**src/core/rtd_slave_defines.svh**
```systemverilog
`ifndef RTD_SLAVE_DEFINES_SVH
`define RTD_SLAVE_DEFINES_SVH

// ----------------------------------------
// Timing
// ----------------------------------------
`define CLOCK_HZ             10000000
`define BLINK_HALF_MS        250
`define BLINK_HALF_CYCLES    ((`CLOCK_HZ / 1000) * `BLINK_HALF_MS)
`define SWITCH_SETTLE_CYCLES 4

// ----------------------------------------
// Configuration switch layout
// ----------------------------------------
`define ADDR_SW_WIDTH        5
`define SEL_GROUP_A_SW       6
`define SEL_GROUP_B_SW       7
`define GROUP_A_LAST         3

// ----------------------------------------
// Input word byte offsets
// ----------------------------------------
`define NUM_TEMP             6
`define NUM_VOLT             2
`define NUM_WORDS            8
`define WORD_OFS_TEMP0       4'h0
`define WORD_OFS_VOLT0       4'hC
`define WORD_OFS_VOLT1       4'hE
`define VOLT_PAD_BITS        4

// ----------------------------------------
// Diagnostic bit positions
// ----------------------------------------
`define DIAG_HALT_BIT        1
`define DIAG_LENGTH_BIT      2
`define DIAG_HW_BIT          4
`define DIAG_SENSOR_BIT      5
`define DIAG_NOCONN_BIT      6
`define DIAG_TYPE_BIT        7

// ----------------------------------------
// Fault substitution values, tenths of a degree
// ----------------------------------------
`define PT_BREAK_VALUE       16'sh0BB8
`define NI_BREAK_VALUE       16'sh05DC
`define PT_SHORT_VALUE       16'shFC18
`define NI_SHORT_VALUE       16'shFE0C

`endif

```
**src/core/rtd_slave_pkg.sv**
```systemverilog
package rtd_slave_pkg;

   typedef enum logic [2:0]
   {
      BUS_HALT  = 3'b001,
      BUS_RUN   = 3'b010,
      BUS_FLASH = 3'b100
   } busState_t;

   typedef logic signed [15:0] word_t;
   typedef logic [11:0]        voltCode_t;

endpackage

```
**src/core/sensor_cfg_if.sv**
```systemverilog
`timescale 1ns/100ps

interface sensor_cfg_if;
   logic [4:0] station;
   logic       addrValid;
   logic [5:0] nickel;
   logic       ready;

   modport producer
   (
      output station,
      output addrValid,
      output nickel,
      output ready
   );

   modport consumer
   (
      input station,
      input addrValid,
      input nickel,
      input ready
   );
endinterface

```
**src/core/rtd_slave_status.sv**
```systemverilog
// Behaviour
// - Station number is inverted switch value minus one
// - Switches seven and eight pick sensor types
// - Each word tied to one fixed terminal
// - All eight inputs given as words
// - Temperatures at offsets 0-10, voltages 12, 14
// - Power indicator lit when supply good, ready
// - Bus indicator dark while master halted without error
// - Bus indicator steady while running without error
// - Bus indicator flashes on transfer error
// - General diagnostic byte bit layout fixed
// - Sensor byte bits 0-5 flag channel faults
// - Wire break substitutes +3000 or +1500
// - Short circuit substitutes -1000 or -500
// - Missing sensor raises fault indication
// - Voltage codes are 12-bit unsigned steps
// - Voltage word upper four bits zero
// - Temperature words signed tenths of degree
`timescale 1ns/100ps
`include "rtd_slave_defines.svh"

module rtd_slave_status
   import rtd_slave_pkg::*;
#(
   parameter int unsigned BLINK_HALF_CYCLES = `BLINK_HALF_CYCLES
)
(
   input  wire logic            clock,
   input  wire logic            rst,
   input  wire logic            clockEnable,
   input  wire logic [7:0]      configSwitchPin,
   input  wire logic            supplyGoodPin,
   input  wire word_t           tempSample [`NUM_TEMP],
   input  wire logic [5:0]      tempUpdate,
   input  wire logic [5:0]      tempWireBreak,
   input  wire logic [5:0]      tempShort,
   input  wire voltCode_t       voltSample [`NUM_VOLT],
   input  wire logic [1:0]      voltUpdate,
   input  wire logic            masterRun,
   input  wire logic            linkError,
   input  wire logic            lengthError,
   input  wire logic            hwError,
   input  wire logic            typeError,
   input  wire logic            readStrobe,
   input  wire logic [3:0]      readOffset,
   output word_t                readWord,
   output logic                 readValid,
   output logic [7:0]           diagGeneral,
   output logic [7:0]           diagSensor,
   output logic [4:0]           stationNumber,
   output logic                 addressValid,
   output logic [5:0]           sensorNickel,
   output logic                 powerLed,
   output logic                 busLed
);

   // ----------------------------------------
   // Declarations
   // ----------------------------------------
   sensor_cfg_if cfg ();

   word_t      inputWord [`NUM_WORDS];
   word_t      substWord [`NUM_TEMP];
   logic [5:0] sensorFault;
   logic       supplyMeta;
   logic       supplySync;
   busState_t  busState;
   busState_t  next_busState;
   logic [31:0] blinkCount;
   logic       blinkPhase;
   logic [7:0] next_diagGeneral;

   // ----------------------------------------
   // Configuration switches
   // ----------------------------------------
   switch_decoder switchDecoder
   (
      .clock       (clock),
      .rst         (rst),
      .clockEnable (clockEnable),
      .switchPin   (configSwitchPin),
      .cfg         (cfg.producer)
   );

   always_ff @(posedge clock)
   begin
      if (rst)
      begin
         stationNumber <= 5'h00;
         addressValid  <= 1'b0;
         sensorNickel  <= 6'h00;
      end
      else if (clockEnable)
      begin
         stationNumber <= cfg.station;
         addressValid  <= cfg.addrValid;
         sensorNickel  <= cfg.nickel;
      end
   end

   // ----------------------------------------
   // Fault substitution per channel
   // ----------------------------------------
   // Type follows the terminal, never the reverse
   generate
      for (genvar i = 0; i < `NUM_TEMP; i++)
      begin : gen_channel
         fault_substitute channelSubst
         (
            .sample       (tempSample[i]),
            .wireBreak    (tempWireBreak[i]),
            .shortCircuit (tempShort[i]),
            .nickel       (cfg.nickel[i]),
            .word         (substWord[i])
         );
      end
   endgenerate

   // ----------------------------------------
   // Input word image
   // ----------------------------------------
   // Words only move after configuration is known, so a word never
   // carries a substitution value for the wrong sensor type
   always_ff @(posedge clock)
   begin
      if (rst)
      begin
         for (int i = 0; i < `NUM_WORDS; i++)
            inputWord[i] <= 16'sh0000;
      end
      else if (clockEnable && cfg.ready)
      begin
         for (int i = 0; i < `NUM_TEMP; i++)
            if (tempUpdate[i])
               inputWord[i] <= substWord[i];
         for (int v = 0; v < `NUM_VOLT; v++)
            if (voltUpdate[v])
               inputWord[`NUM_TEMP + v] <= {`VOLT_PAD_BITS'h0, voltSample[v]};
      end
   end

   // ----------------------------------------
   // Sensor fault flags
   // ----------------------------------------
   // An unconnected input looks like a break to the front end
   always_ff @(posedge clock)
   begin
      if (rst)
         sensorFault <= 6'h00;
      else if (clockEnable && cfg.ready)
      begin
         for (int i = 0; i < `NUM_TEMP; i++)
            if (tempUpdate[i])
               sensorFault[i] <= tempWireBreak[i] | tempShort[i];
      end
   end

   // ----------------------------------------
   // Master read port
   // ----------------------------------------
   // Odd offsets fold onto their even word
   always_ff @(posedge clock)
   begin
      if (rst)
      begin
         readWord  <= 16'sh0000;
         readValid <= 1'b0;
      end
      else if (clockEnable)
      begin
         readValid <= readStrobe;
         if (readStrobe)
            readWord <= inputWord[readOffset[3:1]];
      end
   end

   // ----------------------------------------
   // Diagnostic bytes
   // ----------------------------------------
   always_comb
   begin
      next_diagGeneral                   = 8'h00;
      next_diagGeneral[`DIAG_HALT_BIT]   = !masterRun;
      next_diagGeneral[`DIAG_LENGTH_BIT] = lengthError;
      next_diagGeneral[`DIAG_HW_BIT]     = hwError;
      next_diagGeneral[`DIAG_SENSOR_BIT] = |sensorFault;
      next_diagGeneral[`DIAG_NOCONN_BIT] = linkError;
      next_diagGeneral[`DIAG_TYPE_BIT]   = typeError;
   end

   always_ff @(posedge clock)
   begin
      if (rst)
      begin
         diagGeneral <= 8'h00;
         diagSensor  <= 8'h00;
      end
      else if (clockEnable)
      begin
         diagGeneral <= next_diagGeneral;
         diagSensor  <= {2'h0, sensorFault};
      end
   end

   // ----------------------------------------
   // Power indicator
   // ----------------------------------------
   always_ff @(posedge clock)
   begin
      if (rst)
      begin
         supplyMeta <= 1'b0;
         supplySync <= 1'b0;
      end
      else if (clockEnable)
      begin
         supplyMeta <= supplyGoodPin;
         supplySync <= supplyMeta;
      end
   end

   always_ff @(posedge clock)
   begin
      if (rst)
         powerLed <= 1'b0;
      else if (clockEnable)
         powerLed <= supplySync && cfg.ready;
   end

   // ----------------------------------------
   // Bus indicator state
   // ----------------------------------------
   // Error outranks run: a running master that cannot reach us still flashes
   always_comb
   begin
      case (busState)
         BUS_HALT,
         BUS_RUN,
         BUS_FLASH:
         begin
            if (linkError)
               next_busState = BUS_FLASH;
            else if (masterRun)
               next_busState = BUS_RUN;
            else
               next_busState = BUS_HALT;
         end
         default:
            next_busState = BUS_HALT;
      endcase
   end

   always_ff @(posedge clock)
   begin
      if (rst)
         busState <= BUS_HALT;
      else if (clockEnable)
         busState <= next_busState;
   end

   // Blink timer restarts on entry so the first flash is a full half period
   always_ff @(posedge clock)
   begin
      if (rst)
      begin
         blinkCount <= 32'h0000_0000;
         blinkPhase <= 1'b0;
      end
      else if (clockEnable)
      begin
         if (busState != BUS_FLASH)
         begin
            blinkCount <= 32'h0000_0000;
            blinkPhase <= 1'b1;
         end
         else if (blinkCount >= 32'(BLINK_HALF_CYCLES - 1))
         begin
            blinkCount <= 32'h0000_0000;
            blinkPhase <= !blinkPhase;
         end
         else
         begin
            blinkCount <= 32'(blinkCount + 32'h1);
         end
      end
   end

   always_ff @(posedge clock)
   begin
      if (rst)
         busLed <= 1'b0;
      else if (clockEnable)
      begin
         case (busState)
            BUS_HALT:  busLed <= 1'b0;
            BUS_RUN:   busLed <= 1'b1;
            BUS_FLASH: busLed <= blinkPhase;
            default:   busLed <= 1'b0;
         endcase
      end
   end

   // ----------------------------------------
   // Assertions
   // ----------------------------------------
   sensor_type_a : assert property (@(posedge clock) disable iff (rst)
      cfg.ready |-> cfg.nickel[3:0] == {4{cfg.nickel[0]}}
                 && cfg.nickel[5:4] == {2{cfg.nickel[4]}})
      else $error("Sensor groups split inside a group");

   temp_word_a : assert property (@(posedge clock) disable iff (rst)
      clockEnable && cfg.ready && tempUpdate[0] && !tempWireBreak[0] && !tempShort[0]
      |=> inputWord[0] == $past(tempSample[0]))
      else $error("Channel 0 word not taken from its terminal");

   read_map_a : assert property (@(posedge clock) disable iff (rst)
      clockEnable && readStrobe && readOffset == `WORD_OFS_VOLT1
      |=> readValid && readWord == $past(inputWord[7]))
      else $error("Offset 14 did not return second voltage word");

   break_value_a : assert property (@(posedge clock) disable iff (rst)
      clockEnable && cfg.ready && tempUpdate[5] && tempWireBreak[5]
      |=> inputWord[5] == (cfg.nickel[5] ? `NI_BREAK_VALUE : `PT_BREAK_VALUE)
          && sensorFault[5])
      else $error("Wire break value wrong on channel 5");

   short_value_a : assert property (@(posedge clock) disable iff (rst)
      clockEnable && cfg.ready && tempUpdate[1] && tempShort[1] && !tempWireBreak[1]
      |=> inputWord[1] == (cfg.nickel[1] ? `NI_SHORT_VALUE : `PT_SHORT_VALUE))
      else $error("Short circuit value wrong on channel 1");

   volt_pad_a : assert property (@(posedge clock) disable iff (rst)
      inputWord[6][15:12] == 4'h0 && inputWord[7][15:12] == 4'h0)
      else $error("Voltage word upper bits not zero");

   diag_group_a : assert property (@(posedge clock) disable iff (rst)
      clockEnable |=> diagGeneral[`DIAG_SENSOR_BIT] == |$past(sensorFault)
                   && diagGeneral[0] == 1'b0 && diagGeneral[3] == 1'b0)
      else $error("General diagnostic byte layout wrong");

   diag_sensor_a : assert property (@(posedge clock) disable iff (rst)
      clockEnable |=> diagSensor == {2'h0, $past(sensorFault)})
      else $error("Sensor diagnostic byte wrong");

   power_led_a : assert property (@(posedge clock) disable iff (rst)
      clockEnable && !supplySync |=> !powerLed)
      else $error("Power indicator lit without supply");

   halt_dark_a : assert property (@(posedge clock) disable iff (rst)
      clockEnable && busState == BUS_HALT |=> !busLed)
      else $error("Bus indicator lit while halted");

   run_steady_a : assert property (@(posedge clock) disable iff (rst)
      clockEnable && !linkError && masterRun ##1 clockEnable |=> busLed)
      else $error("Bus indicator not steady while running");

   flash_toggle_a : assert property (@(posedge clock) disable iff (rst)
      clockEnable && busState == BUS_FLASH && blinkCount >= 32'(BLINK_HALF_CYCLES - 1)
      |=> blinkPhase != $past(blinkPhase))
      else $error("Flash phase did not toggle");

   run_seen_c : cover property (@(posedge clock) disable iff (rst)
      busState == BUS_RUN && busLed);

   flash_seen_c : cover property (@(posedge clock) disable iff (rst)
      busState == BUS_FLASH && $fell(busLed));

   fault_read_c : cover property (@(posedge clock) disable iff (rst)
      diagGeneral[`DIAG_SENSOR_BIT] ##1 readValid);

endmodule

```
**src/core/switch_decoder.sv**
```systemverilog
`timescale 1ns/100ps
`include "rtd_slave_defines.svh"

module switch_decoder
   import rtd_slave_pkg::*;
(
   input  wire logic       clock,
   input  wire logic       rst,
   input  wire logic       clockEnable,
   input  wire logic [7:0] switchPin,
   sensor_cfg_if.producer  cfg
);

   logic [7:0] switchMeta;
   logic [7:0] switchSync;
   logic [2:0] settleCount;
   logic [4:0] inverted;

   // ----------------------------------------
   // Pin synchroniser
   // ----------------------------------------
   always_ff @(posedge clock)
   begin
      if (rst)
      begin
         switchMeta <= 8'h00;
         switchSync <= 8'h00;
      end
      else if (clockEnable)
      begin
         switchMeta <= switchPin;
         switchSync <= switchMeta;
      end
   end

   assign inverted = ~switchSync[`ADDR_SW_WIDTH-1:0];

   // ----------------------------------------
   // One-shot capture after reset
   // ----------------------------------------
   // Switches moved later are ignored until the next reset
   always_ff @(posedge clock)
   begin
      if (rst)
      begin
         settleCount   <= 3'h0;
         cfg.ready     <= 1'b0;
         cfg.station   <= 5'h00;
         cfg.addrValid <= 1'b0;
         cfg.nickel    <= 6'h00;
      end
      else if (clockEnable && !cfg.ready)
      begin
         if (settleCount == 3'(`SWITCH_SETTLE_CYCLES))
         begin
            cfg.ready     <= 1'b1;
            cfg.station   <= 5'(inverted - 5'h01);
            cfg.addrValid <= (inverted > 5'h01);
            cfg.nickel    <= {{2{switchSync[`SEL_GROUP_B_SW]}},
                              {4{switchSync[`SEL_GROUP_A_SW]}}};
         end
         else
         begin
            settleCount <= 3'(settleCount + 3'h1);
         end
      end
   end

   station_map_a : assert property (@(posedge clock) disable iff (rst)
      $rose(cfg.ready) |-> cfg.station == 5'(~$past(switchSync[4:0]) - 5'h01))
      else $error("Station number does not match switches");

   capture_once_a : assert property (@(posedge clock) disable iff (rst)
      cfg.ready && $past(cfg.ready) |-> $stable(cfg.nickel) && $stable(cfg.station))
      else $error("Configuration changed after capture");

endmodule

```
**src/core/fault_substitute.sv**
```systemverilog
`timescale 1ns/100ps
`include "rtd_slave_defines.svh"

module fault_substitute
   import rtd_slave_pkg::*;
(
   input  wire word_t sample,
   input  wire logic  wireBreak,
   input  wire logic  shortCircuit,
   input  wire logic  nickel,
   output word_t      word
);

   // Break outranks short: an open loop can also read as a low value
   always_comb
   begin
      if (wireBreak)
         word = nickel ? `NI_BREAK_VALUE : `PT_BREAK_VALUE;
      else if (shortCircuit)
         word = nickel ? `NI_SHORT_VALUE : `PT_SHORT_VALUE;
      else
         word = sample;
   end

endmodule

```
**config.mk**
```make
export PLATFORM = sky130hd
export DESIGN_NAME = rtd_slave_status
export DESIGN_NICKNAME = d
export VERILOG_FILES = /design/src/core/rtd_slave_pkg.sv /design/src/core/sensor_cfg_if.sv /design/src/core/rtd_slave_status.sv /design/src/core/switch_decoder.sv /design/src/core/fault_substitute.sv
export VERILOG_INCLUDE_DIRS = /design/src /design/src/core
export SDC_FILE = /design/constraint.sdc
export NUM_CORES = 1
export LEC_CHECK = 0
export BUFFER_PORTS_ARGS = -buffer_cell sky130_fd_sc_hd__buf_2
export CAP_MARGIN = 30
export CORE_MARGIN = 10
export CORE_UTILIZATION = 55
export CTS_CLUSTER_SIZE = 12
export DETAILED_ROUTE_END_ITERATION = 7
export PLACE_DENSITY = 0.88
export SLEW_MARGIN = 40
export SYNTH_ARGS = -nofsm -noshare
export SYNTH_HDL_FRONTEND = slang
export SYNTH_SLANG_ARGS = --single-unit
```
**constraint.sdc**
```tcl
create_clock -name clock -period 2.1 [get_ports clock]
set_clock_uncertainty 0.05 [all_clocks]
set_input_delay 0.42 -clock clock [delete_from_list [all_inputs] [get_ports clock]]
set_output_delay 0.42 -clock clock [all_outputs]
set_load 0.02 [all_outputs]
```
==> results of run 1 <==
where the power goes:
group          total, mW  switching [mW]  internal [mW]
Clock               4.09            1.75           2.34
Combinational      0.862           0.493          0.369
Sequential          4.93          0.0712           4.85
cell families after synthesis:
group	after synthesis	synth area share
AOI/OAI and AO/OA	142	0.0896
buffers and inverters	84	0.0357
xor gates and xnor gates	33	0.0279
DFF	229	0.559
and+or+nand+nor	368	0.168
muxes	83	0.114
other	1	0.000362
adders and majority gates	5	0.00604
final cells by class:
class	instances	area share
tap	234	0.0234
clock buffer	37	0.0569
timing repair buffer	244	0.111
inverter	18	0.00540
multi-input combinational	635	0.337
clock inverter	8	0.00360
sequential	229	0.462
antenna	2	0.000400
cells in the final DEF, fill, tap and decap left out, types with 3 or more instances in the layout:
master,count
ha_1,5
a221oi_1,6
mux4_2,28
a211oi_1,18
nor2b_1,33
and3_1,3
buf_2,201
and2_1,3
a21oi_1,51
a21o_1,8
xor2_1,24
and4_1,12
xnor2_1,9
nor2_1,175
nand4_1,15
o31ai_1,6
o21a_1,24
clkinv_2,5
dfxtp_1,109
nand3b_1,3
inv_1,18
clkbuf_16,26
buf_4,38
o21ai_0,10
buf_12,5
edfxtp_1,120
mux2i_1,55
nor3_1,29
a211o_1,3
o22ai_1,6
nand2_1,60
clkbuf_1,9
conb_1,4
nand3_1,20
nor4_1,4
through the flow:
step	worst slack [ns]	TNS, ns	instances	hold WS [ns]	utilization
floorplan	0.238	0	948	0.381	-
global placement	0.141	0	1360	0.392	0.632
detailed placement	0.0506	0	1360	0.397	0.632
CTS	0.0809	0	1405	0.0735	0.673
global route	-0.0104	-0.0128	1406	0.0768	0.673
finish	0.146	0	1407	0.0871	0.673
metal layers:
layer	part of all wire	vias to the layer above
li1	-	3805
met3	0.097	52
met5	0.00073	-
met1	0.40	3909
met2	0.48	434
met4	0.020	4
sequential cells by signal, indices dropped and copies added (netlist names), 2 cells and up:
register	flops
blinkCount	32
busState	3
diagGeneral	6
diagSensor	6
inputWord	120
readWord	16
sensorFault	6
sensorNickel	2
stationNumber	5
switchDecoder.cfg.nickel	2
switchDecoder.cfg.station	5
switchDecoder.settleCount	3
switchDecoder.switchMeta	7
switchDecoder.switchSync	7
worst max-delay path, cell delays in order, from the launching register on:
cell and delay (ns):
dfxtp_1 0.31, or4b_4 0.56, nor4_4 0.28, o211ai_2 0.16, nand3b_1 0.20, buf_4 0.21
a21oi_1 0.06
synthesized netlist by cell type, types with 20 or more instances:
library cell    n
nand2_1        60
nand3_1        20
clkbuf_1       43
a21oi_1        51
nor3_1         29
edfxtp_1      120
nor2b_1        33
nor2_1        175
mux4_2         28
dfxtp_1       109
mux2i_1        55
xor2_1         24
o21a_1         24
worst max-delay path by stage:
stage / start / slack (ns) / end
2_1_floorplan: clockEnable / 0.24 / inputWord[0][11]
3_3_place_gp: clockEnable / 0.14 / inputWord[4][12]
3_5_place_dp: clockEnable / 0.05 / inputWord[4][14]
4_1_cts: blinkCount[1] / 0.08 / blinkCount[4]
5_1_grt: blinkCount[20] / -0.01 / blinkCount[4]
6_report: blinkCount[20] / 0.15 / blinkCount[4]
==> results.ini, run 1 <==
[run_status]
status=completed

[clocking]
path_clk_slew_ns=0.06
root_buffer=clkbuf_16
clock_path_buffers=3
h-tree-depth=1
postCtsSetupBuffers=0
cts-resized-gates=0
clock_latency_ns=0.52
clock_sinks=229
cts_tree=built
cts-buffers-inserted=25
cts_hold_buf=0

[run]
maxCapViolCount=0

[global_route]
antenna_found_initial=3
grt_pass1_wl_mm=43.8
use_met3=0.0480
grt-busiest-layer=met2
grt_pass1_vias=8228
grt_max_degree=72
grt.met1_usage=0.284
track_usage=0.222
met2_usage=0.373
grt-ovfl-total=0

[worst_setup_path]
crit_path_start_kind=register
reg2reg_slack_ns=0.15
crit_path_max_fanout=10
required_ns=2.44
end_kind=register
worstReg2RegStart=blinkCount[20]
reg2reg_to=blinkCount[4]
crit_type=register to register
arrival_ns=2.30
reg2reg_depth=6

[sta]
period_share=0.930
final_hold_viol_count=0
rsz0062_at_grt=true
finalSetupViolations=0
fmaxAchievable_ghz=0.512
slew-limit-headroom=0.510
tightest_slew_ns=0.733
period_needed_ns=1.95
drv_slew=0

[pwr]
power_mw=9.88
p_per_area_nw_per_um2=789
power_leakage_nw=5.09
peakVddDrop_v=0.000661

[yosys]
synth_warnings=0
synth_edf_count=120
synthDistinctLibCells=49
synth_area_per_cell_um2=11.0
synth_ff_type=edfxtp_1
yosys.area.top_type=edfxtp_1
synth_top_area_frac=0.348
ys_ff_latch=229
async_reset_ff_frac=0
syn_area_um2=10400
synthCells=945
synth_area_leaders=edfxtp_1 (35%), dfxtp_1 (21%), nor2_1 (6.3%), mux4_2 (6.1%), mux2i_1 (5.3%)
synth_seq_area_share=0.559

[finish]
final_area_um2=12500
nFillCells=1317
seq_area_um2=5790
layout-drive-gt1-share=0.270
area_delta_synth_final_pct=20.9
multi_input_area_um2=4210
nNetsFinal=1320

[placement]
portBuffers=202
place_congestion=0.893
dpl_cell_area_um2=11700
dpl.hpwl_mm=20.9

[detailed_routing]
ant_nets=0
via_per_inst=5.83
num_vias=8204
firstDrtPassIters=5
routedWlPerCell_um=20.4
drtIter0Drc=791
drt_wl_total_mm=28.6
route.detailed.drc=0

[min_path]
holdPathEnd=diagGeneral[4]
whs_path_depth=3
min-delay-start=hwError
hold_class=primary input to register

[floorplanning]
die_x_um=157
core_area_um2=18600
die-area_um2=24700
io_pins=209
rows=50
fp.dieH_um=157
initial_core_util=0.557

Note: power is estimated with default switching activity, not from simulation.
==> inputs of run 2 (changes only) <==
- ABC_AREA: unset -> 1
==> run 2 against run 1 <==
Effect of this change:
- largest cell class unchanged
- highest routed layer unchanged
- cell count up 22%
- sequential power hardly changed
- total power grew 2.0%
==> results.ini, run 2 <==
[run_status]
status=completed

[floorplanning]
die_x_um=158  ; +0.19%
io_pins=209  ; unchanged
fp.dieH_um=158  ; +0.19%
die-area_um2=24800  ; +0.39%
rows=50  ; unchanged
initial_core_util=0.558  ; +0.000613
core_area_um2=18600  ; +0.34%

[yosys]
synth_edf_count=120  ; unchanged
synth_top_family_by_area=simple AND/OR/NAND/NOR gates
synthDistinctLibCells=38  ; -22%
synth_xor_xnor_area_share=0.0160  ; -0.0119
syn_area_um2=10400  ; +0.45%
async_reset_ff_frac=0  ; unchanged
synth_warnings=0  ; unchanged
synth_top_area_frac=0.347  ; -0.00155
synth-adder-area-share=0.00602  ; -0.0000269
ys_ff_latch=229  ; unchanged
yosysMostFrequentCell=nor2_1
synthMuxAreaShare=0  ; -0.114
synth_simple_gate_area_share=0.204  ; +0.0369
synth_compound_area_frac=0.138  ; +0.0487
synth_area_leaders=edfxtp_1 (35%), dfxtp_1 (21%), nor2_1 (11%), o21ai_0 (7.8%), nand2_1 (6.0%)
synth.top_cells.by_count=nor2_1 (313), nand2_1 (165), o21ai_0 (162), inv_1 (138), edfxtp_1 (120)
synth_area_per_cell_um2=8.24  ; -25%
yosys.area.top_type=edfxtp_1
synthCells=1262  ; +34%
synth_seq_area_share=0.556  ; -0.00249
synth_ff_type=edfxtp_1

[clocking]
cts_hold_buf=0  ; unchanged
path_clk_slew_ns=0.06  ; about the same
cts_tree=built
postCtsSetupBuffers=0  ; unchanged
h-tree-depth=1  ; unchanged
cts-buffers-inserted=24  ; -4.0%
clock_path_buffers=3  ; unchanged
clock_sinks=229  ; unchanged
root_buffer=clkbuf_16
cts-resized-gates=0  ; unchanged
clock_latency_ns=0.51  ; about the same

[sta]
worst_slack_ns=0.313  ; +0.167 ns
slew-limit-headroom=0.607  ; +0.0969
finalSetupViolations=0  ; unchanged
final_hold_viol_count=0  ; unchanged
drv_slew=0  ; unchanged
period_share=0.851  ; -0.0796
tns_ns=0  ; unchanged
fmaxAchievable_ghz=0.560  ; +9.4%
period_needed_ns=1.79  ; -0.167 ns
holdWs_ns=0.0895  ; +0.00239 ns
tightest_slew_ns=0.588  ; -0.145 ns
rsz0062_at_grt=false

[worst_setup_path]
arrival_ns=2.10  ; -0.20 ns
worst-path-buf-inv=4  ; +3
crit_type=register to register
crit_chain=nand2_1 > inv_2 > buf_4 > nand2_1 > nor2_2 > inv_2 > nor2_2 > inv_1 > nor2_1
end_kind=register
cp_top_family=simple AND/OR/NAND/NOR gates
required_ns=2.42  ; -0.02 ns
crit_path_start_kind=register
cp_slowest_cell=dfxtp_1
crit_path_max_fanout=7  ; -3
critical_path.max_stage_delay_ns=0.40  ; -0.16 ns

[finish]
layout.cells.non_filler=1721  ; +22%
final_common_cell=nor2_1
layout-drive-gt1-share=0.197  ; -0.0734
area_delta_synth_final_pct=20.5
final_cell_mix=nor2_1 (313), buf_2 (202), nand2_1 (165)
regMostFlops=inputWord
reg_top3=inputWord: 120 flops, blinkCount: 32 flops, readWord: 16 flops
multi_input_area_um2=3810  ; -9.6%
post-route-util=0.672  ; -0.00145
seq_area_um2=5790  ; unchanged
final_area_um2=12500  ; +0.12%
nFillCells=1468  ; +11%
nNetsFinal=1636  ; +24%
largest_reg_flops=120  ; unchanged

[pwr]
power_leakage_nw=5.68  ; +12%
power.internal_mw=7.78  ; +2.8%
clockPowerShare=0.418  ; +0.004
p_per_area_nw_per_um2=804  ; +1.9%
power_mw=10.1  ; +2.0%
peakVddDrop_v=0.000555  ; -16%
p_switching_mw=2.30  ; -0.62%
pwr-share-seq=0.492  ; -0.007
p_comb_frac=0.090  ; +0.003
switching_share=0.228  ; -0.00604

[global_route]
grt_max_degree=48  ; -33%
grt_pass1_vias=8964  ; +8.9%
antenna_found_initial=2  ; -1
grt_pass1_wl_mm=44.7  ; +2.0%
grt-ovfl-total=0  ; unchanged
track_usage=0.224  ; +0.00174

[detailed_routing]
routedWlPerCell_um=16.8  ; -18%
firstDrtPassIters=6  ; +1
drt_wl_total_mm=28.9  ; +0.74%
via_per_inst=5.38  ; -7.7%
route.detailed.drc=0  ; unchanged
drtIter0Drc=780  ; -1.4%
ant_nets=0  ; unchanged
num_vias=9258  ; +13%

[run]
maxCapViolCount=0  ; unchanged

[placement]
dp_cells=1677  ; +23%
place_congestion=0.929  ; +4.1%
portBuffers=202  ; unchanged
dpl.hpwl_mm=21.5  ; +3.2%
dp_slack_ns=0.120  ; +0.0692 ns
dpl_cell_area_um2=11700  ; -0.15%

[min_path]
hold_class=primary input to register

==> run 2: cell types whose count changed after synthesis, moves of 15 or more <==
cell      change
o21a_1       -20
inv_1       +120
a21oi_1      +15
a31oi_1      +16
nand2_1     +105
mux4_2       -28
nor3_1       -15
nor2_1      +138
a211oi_1     -17
mux2i_1      -55
nor2b_1      -33
o21ai_0     +151
==> run 2: worst register-to-register path, cell delays in order, from the launching register on <==
cell,delay (ns)
dfxtp_1,0.40
nand2_1,0.09
inv_2,0.15
buf_4,0.17
nand2_1,0.08
nor2_2,0.23
inv_2,0.11
nor2_2,0.19
inv_1,0.09
nor2_1,0.10
==> run 2: cell type report <==
cell class              count  share of cell area
clock inverters             1             0.00240
clock buffers              42              0.0612
repair buffers            237               0.104
well taps                 234              0.0234
multi-input cells         832               0.304
diodes                      1            0.000200
flip-flops and latches    229               0.462
inverters                 145              0.0434
==> run 2: cells by family after synthesis <==
group                    Yosys count
buffers and inverters            204
adder cells (fa/ha/maj)            5
AO/OA/AOI/OAI                    271
XOR/XNOR                          19
flip-flops                       229
other                              1
AND/OR/NAND/NOR                  533
==> run 2: power by group through the flow <==
stage / sequential (mW) / combinational [mW] / clock (mW)
floorplan: 5.08 / 0.449 / 0
global route: 4.97 / 1.00 / 4.45
finish: 4.95 / 0.911 / 4.21
global placement: 5.04 / 0.873 / 0
CTS: 4.95 / 0.906 / 4.26
detailed placement: 5.05 / 0.896 / 0
==> run 2: final timing paths <==
kind,from,end,slack (ns),cells past startpoint
worst max-delay path,switchDecoder.cfg.ready,inputWord[5][0],0.31,9
worst min-delay path,masterRun,diagGeneral[1],0.09,2
worst max register to register,switchDecoder.cfg.ready,inputWord[5][0],0.31,9
worst min register to register,blinkCount[27],blinkCount[27],0.39,2
==> run 2: routing by layer <==
metal / vias up / global-route usage / wire, um
li1: 4534 / - / -
met1: 4245 / 0.269 / 10900
met2: 413 / 0.387 / 14300
met3: 62 / 0.0491 / 2700
met4: 4 / 0.0801 / 890
met5: - / 0 / 28
==> inputs of run 3 (changes only) <==
- PLACE_DENSITY: 0.88 -> 0.8
==> run 3 against run 2 <==
Effect of this change:
- via count fell by 2.4%
- largest power group unchanged
- critical endpoint is now inputWord[2][0]
- critical path depth fell by 1
- wire length is 2.7% lower
- highest routed layer unchanged
- die area is the same
- fmax fell by 0.45%
==> results.ini, run 3 (synthesis gave the netlist of run 2 again) <==
[clocking]
clock_sinks=229  ; unchanged
h-tree-depth=1  ; unchanged
cts_tree=built
postCtsSetupBuffers=0  ; unchanged
cts-resized-gates=0  ; unchanged
root_buffer=clkbuf_16
clock_latency_ns=0.51  ; about the same
cts_hold_buf=0  ; unchanged
path_clk_slew_ns=0.06  ; about the same
cts-buffers-inserted=24  ; unchanged
clock_path_buffers=3  ; unchanged

[sta]
tns_ns=0  ; unchanged
period_share=0.855  ; +0.00383
drv_slew=0  ; unchanged
period_needed_ns=1.79  ; +0.00803 ns
fmaxAchievable_ghz=0.557  ; -0.45%
finalSetupViolations=0  ; unchanged
rsz0062_at_grt=false
final_hold_viol_count=0  ; unchanged

[finish]
layout-drive-gt1-share=0.194  ; -0.00269
multi_input_area_um2=3810  ; unchanged
reg_top3=inputWord: 120 flops, blinkCount: 32 flops, readWord: 16 flops
final_common_cell=nor2_1
nNetsFinal=1638  ; +0.12%
largest_reg_flops=120  ; unchanged
final_cell_mix=nor2_1 (313), buf_2 (202), nand2_1 (165)
regMostFlops=inputWord
nFillCells=1563  ; +6.5%
area_delta_synth_final_pct=19.8
post-route-util=0.668  ; -0.00369
seq_area_um2=5790  ; unchanged
layout.cells.non_filler=1722  ; +0.058%

[detailed_routing]
drt_wl_total_mm=28.1  ; -2.7%
route.detailed.drc=0  ; unchanged
num_vias=9036  ; -2.4%
via_per_inst=5.25  ; -2.5%
ant_nets=0  ; unchanged
routedWlPerCell_um=16.3  ; -2.8%
firstDrtPassIters=5  ; -1
drtIter0Drc=674  ; -14%

[worst_setup_path]
arrival_ns=2.12  ; +0.02 ns
end_kind=register
required_ns=2.43  ; about the same
crit_type=register to register
crit_path_max_fanout=9  ; +2
crit_path_start_kind=register

[global_route]
antenna_found_initial=3  ; +1
grt_max_degree=51  ; +6.3%
track_usage=0.218  ; -0.00634
grt-ovfl-total=0  ; unchanged
grt_pass1_vias=8658  ; -3.4%
grt_pass1_wl_mm=43.4  ; -2.9%

[floorplanning]
io_pins=209  ; unchanged
die-area_um2=24800  ; unchanged
initial_core_util=0.558  ; unchanged
die_x_um=158  ; unchanged
rows=50  ; unchanged
fp.dieH_um=158  ; unchanged
core_area_um2=18600  ; unchanged

[pwr]
power_leakage_nw=5.65  ; -0.62%
clockPowerShare=0.400  ; -0.018
peakVddDrop_v=0.000602  ; +8.5%
pwr-share-seq=0.509  ; +0.017
p_per_area_nw_per_um2=782  ; -2.8%
switching_share=0.236  ; +0.00790
p_comb_frac=0.092  ; +0.002
power.internal_mw=7.44  ; -4.3%
p_switching_mw=2.30  ; about the same

[run]
maxCapViolCount=0  ; unchanged

[placement]
place_congestion=0.933  ; +0.39%
dp_cells=1679  ; +0.12%
dpl.hpwl_mm=21.3  ; -1.2%
portBuffers=202  ; unchanged

[min_path]
hold_class=primary input to register

[run_status]
status=completed

run 3: cell count changes in the layout (fill, tap and decap cells not counted), moves of 2 or more:
cell	previous run	this run
buf_4	33	35
clkbuf_2	3	0
clkinv_2	0	4
clkbuf_1	6	9
clkbuf_8	7	2
run 3: layer usage:
| metal | global-route usage | up-vias | share of wire |
|---|---|---|---|
| li1 | - | 4538 | - |
| met1 | 0.266 | 4065 | 0.40 |
| met2 | 0.368 | 363 | 0.48 |
| met3 | 0.0508 | 68 | 0.085 |
| met4 | 0.0788 | 2 | 0.035 |
| met5 | 0 | - | 0.00028 |
run 3: worst max-delay path: stages, from the launching register on:
cell and delay [ns]:
dfxtp_1 0.37, nand2_1 0.08, inv_2 0.20, nand2_1 0.15, nor2_4 0.17, inv_1 0.12, nor2_1 0.30, inv_1 0.12
nor2_1 0.10
run 3: final cells by class:
cell class / count / share of cell area
sequential: 229 / 0.464
multi-input combinational: 832 / 0.306
timing repair buffer: 239 / 0.105
clock buffer: 36 / 0.0551
inverter: 145 / 0.0437
tap: 234 / 0.0235
clock inverter: 5 / 0.00191
antenna: 2 / 0.000402
run 3: path summary, 6_finish.rpt:
path                                 end  slack (ns)               startpoint  depth (start not counted)
max                      inputWord[2][0]        0.31  switchDecoder.cfg.ready                          8
min          switchDecoder.switchMeta[3]        0.09       configSwitchPin[3]                          3
max reg2reg              inputWord[2][0]        0.31  switchDecoder.cfg.ready                          8
min reg2reg               blinkCount[26]        0.39           blinkCount[26]                          2
run 3: power by group through the flow:
| stage | Sequential (mW) | Clock (mW) | Combinational [mW] |
|---|---|---|---|
| floorplan | 5.08 | 0 | 0.449 |
| global placement | 5.04 | 0 | 0.876 |
| detailed placement | 5.05 | 0 | 0.891 |
| CTS | 4.95 | 3.95 | 0.897 |
| global route | 4.97 | 4.12 | 0.997 |
| finish | 4.95 | 3.89 | 0.895 |
run 3: metrics by stage:
step	cell area [um2]	setup WS (ns)	hold WS (ns)	power, mW
2_1_floorplan	10400	0.318	0.369	5.53
3_3_place_gp	11700	0.167	0.377	5.92
3_5_place_dp	11700	0.101	0.378	5.94
4_1_cts	12500	0.307	0.0731	9.80
5_1_grt	12500	0.162	0.0909	10.1
6_report	12500	0.305	0.0904	9.74
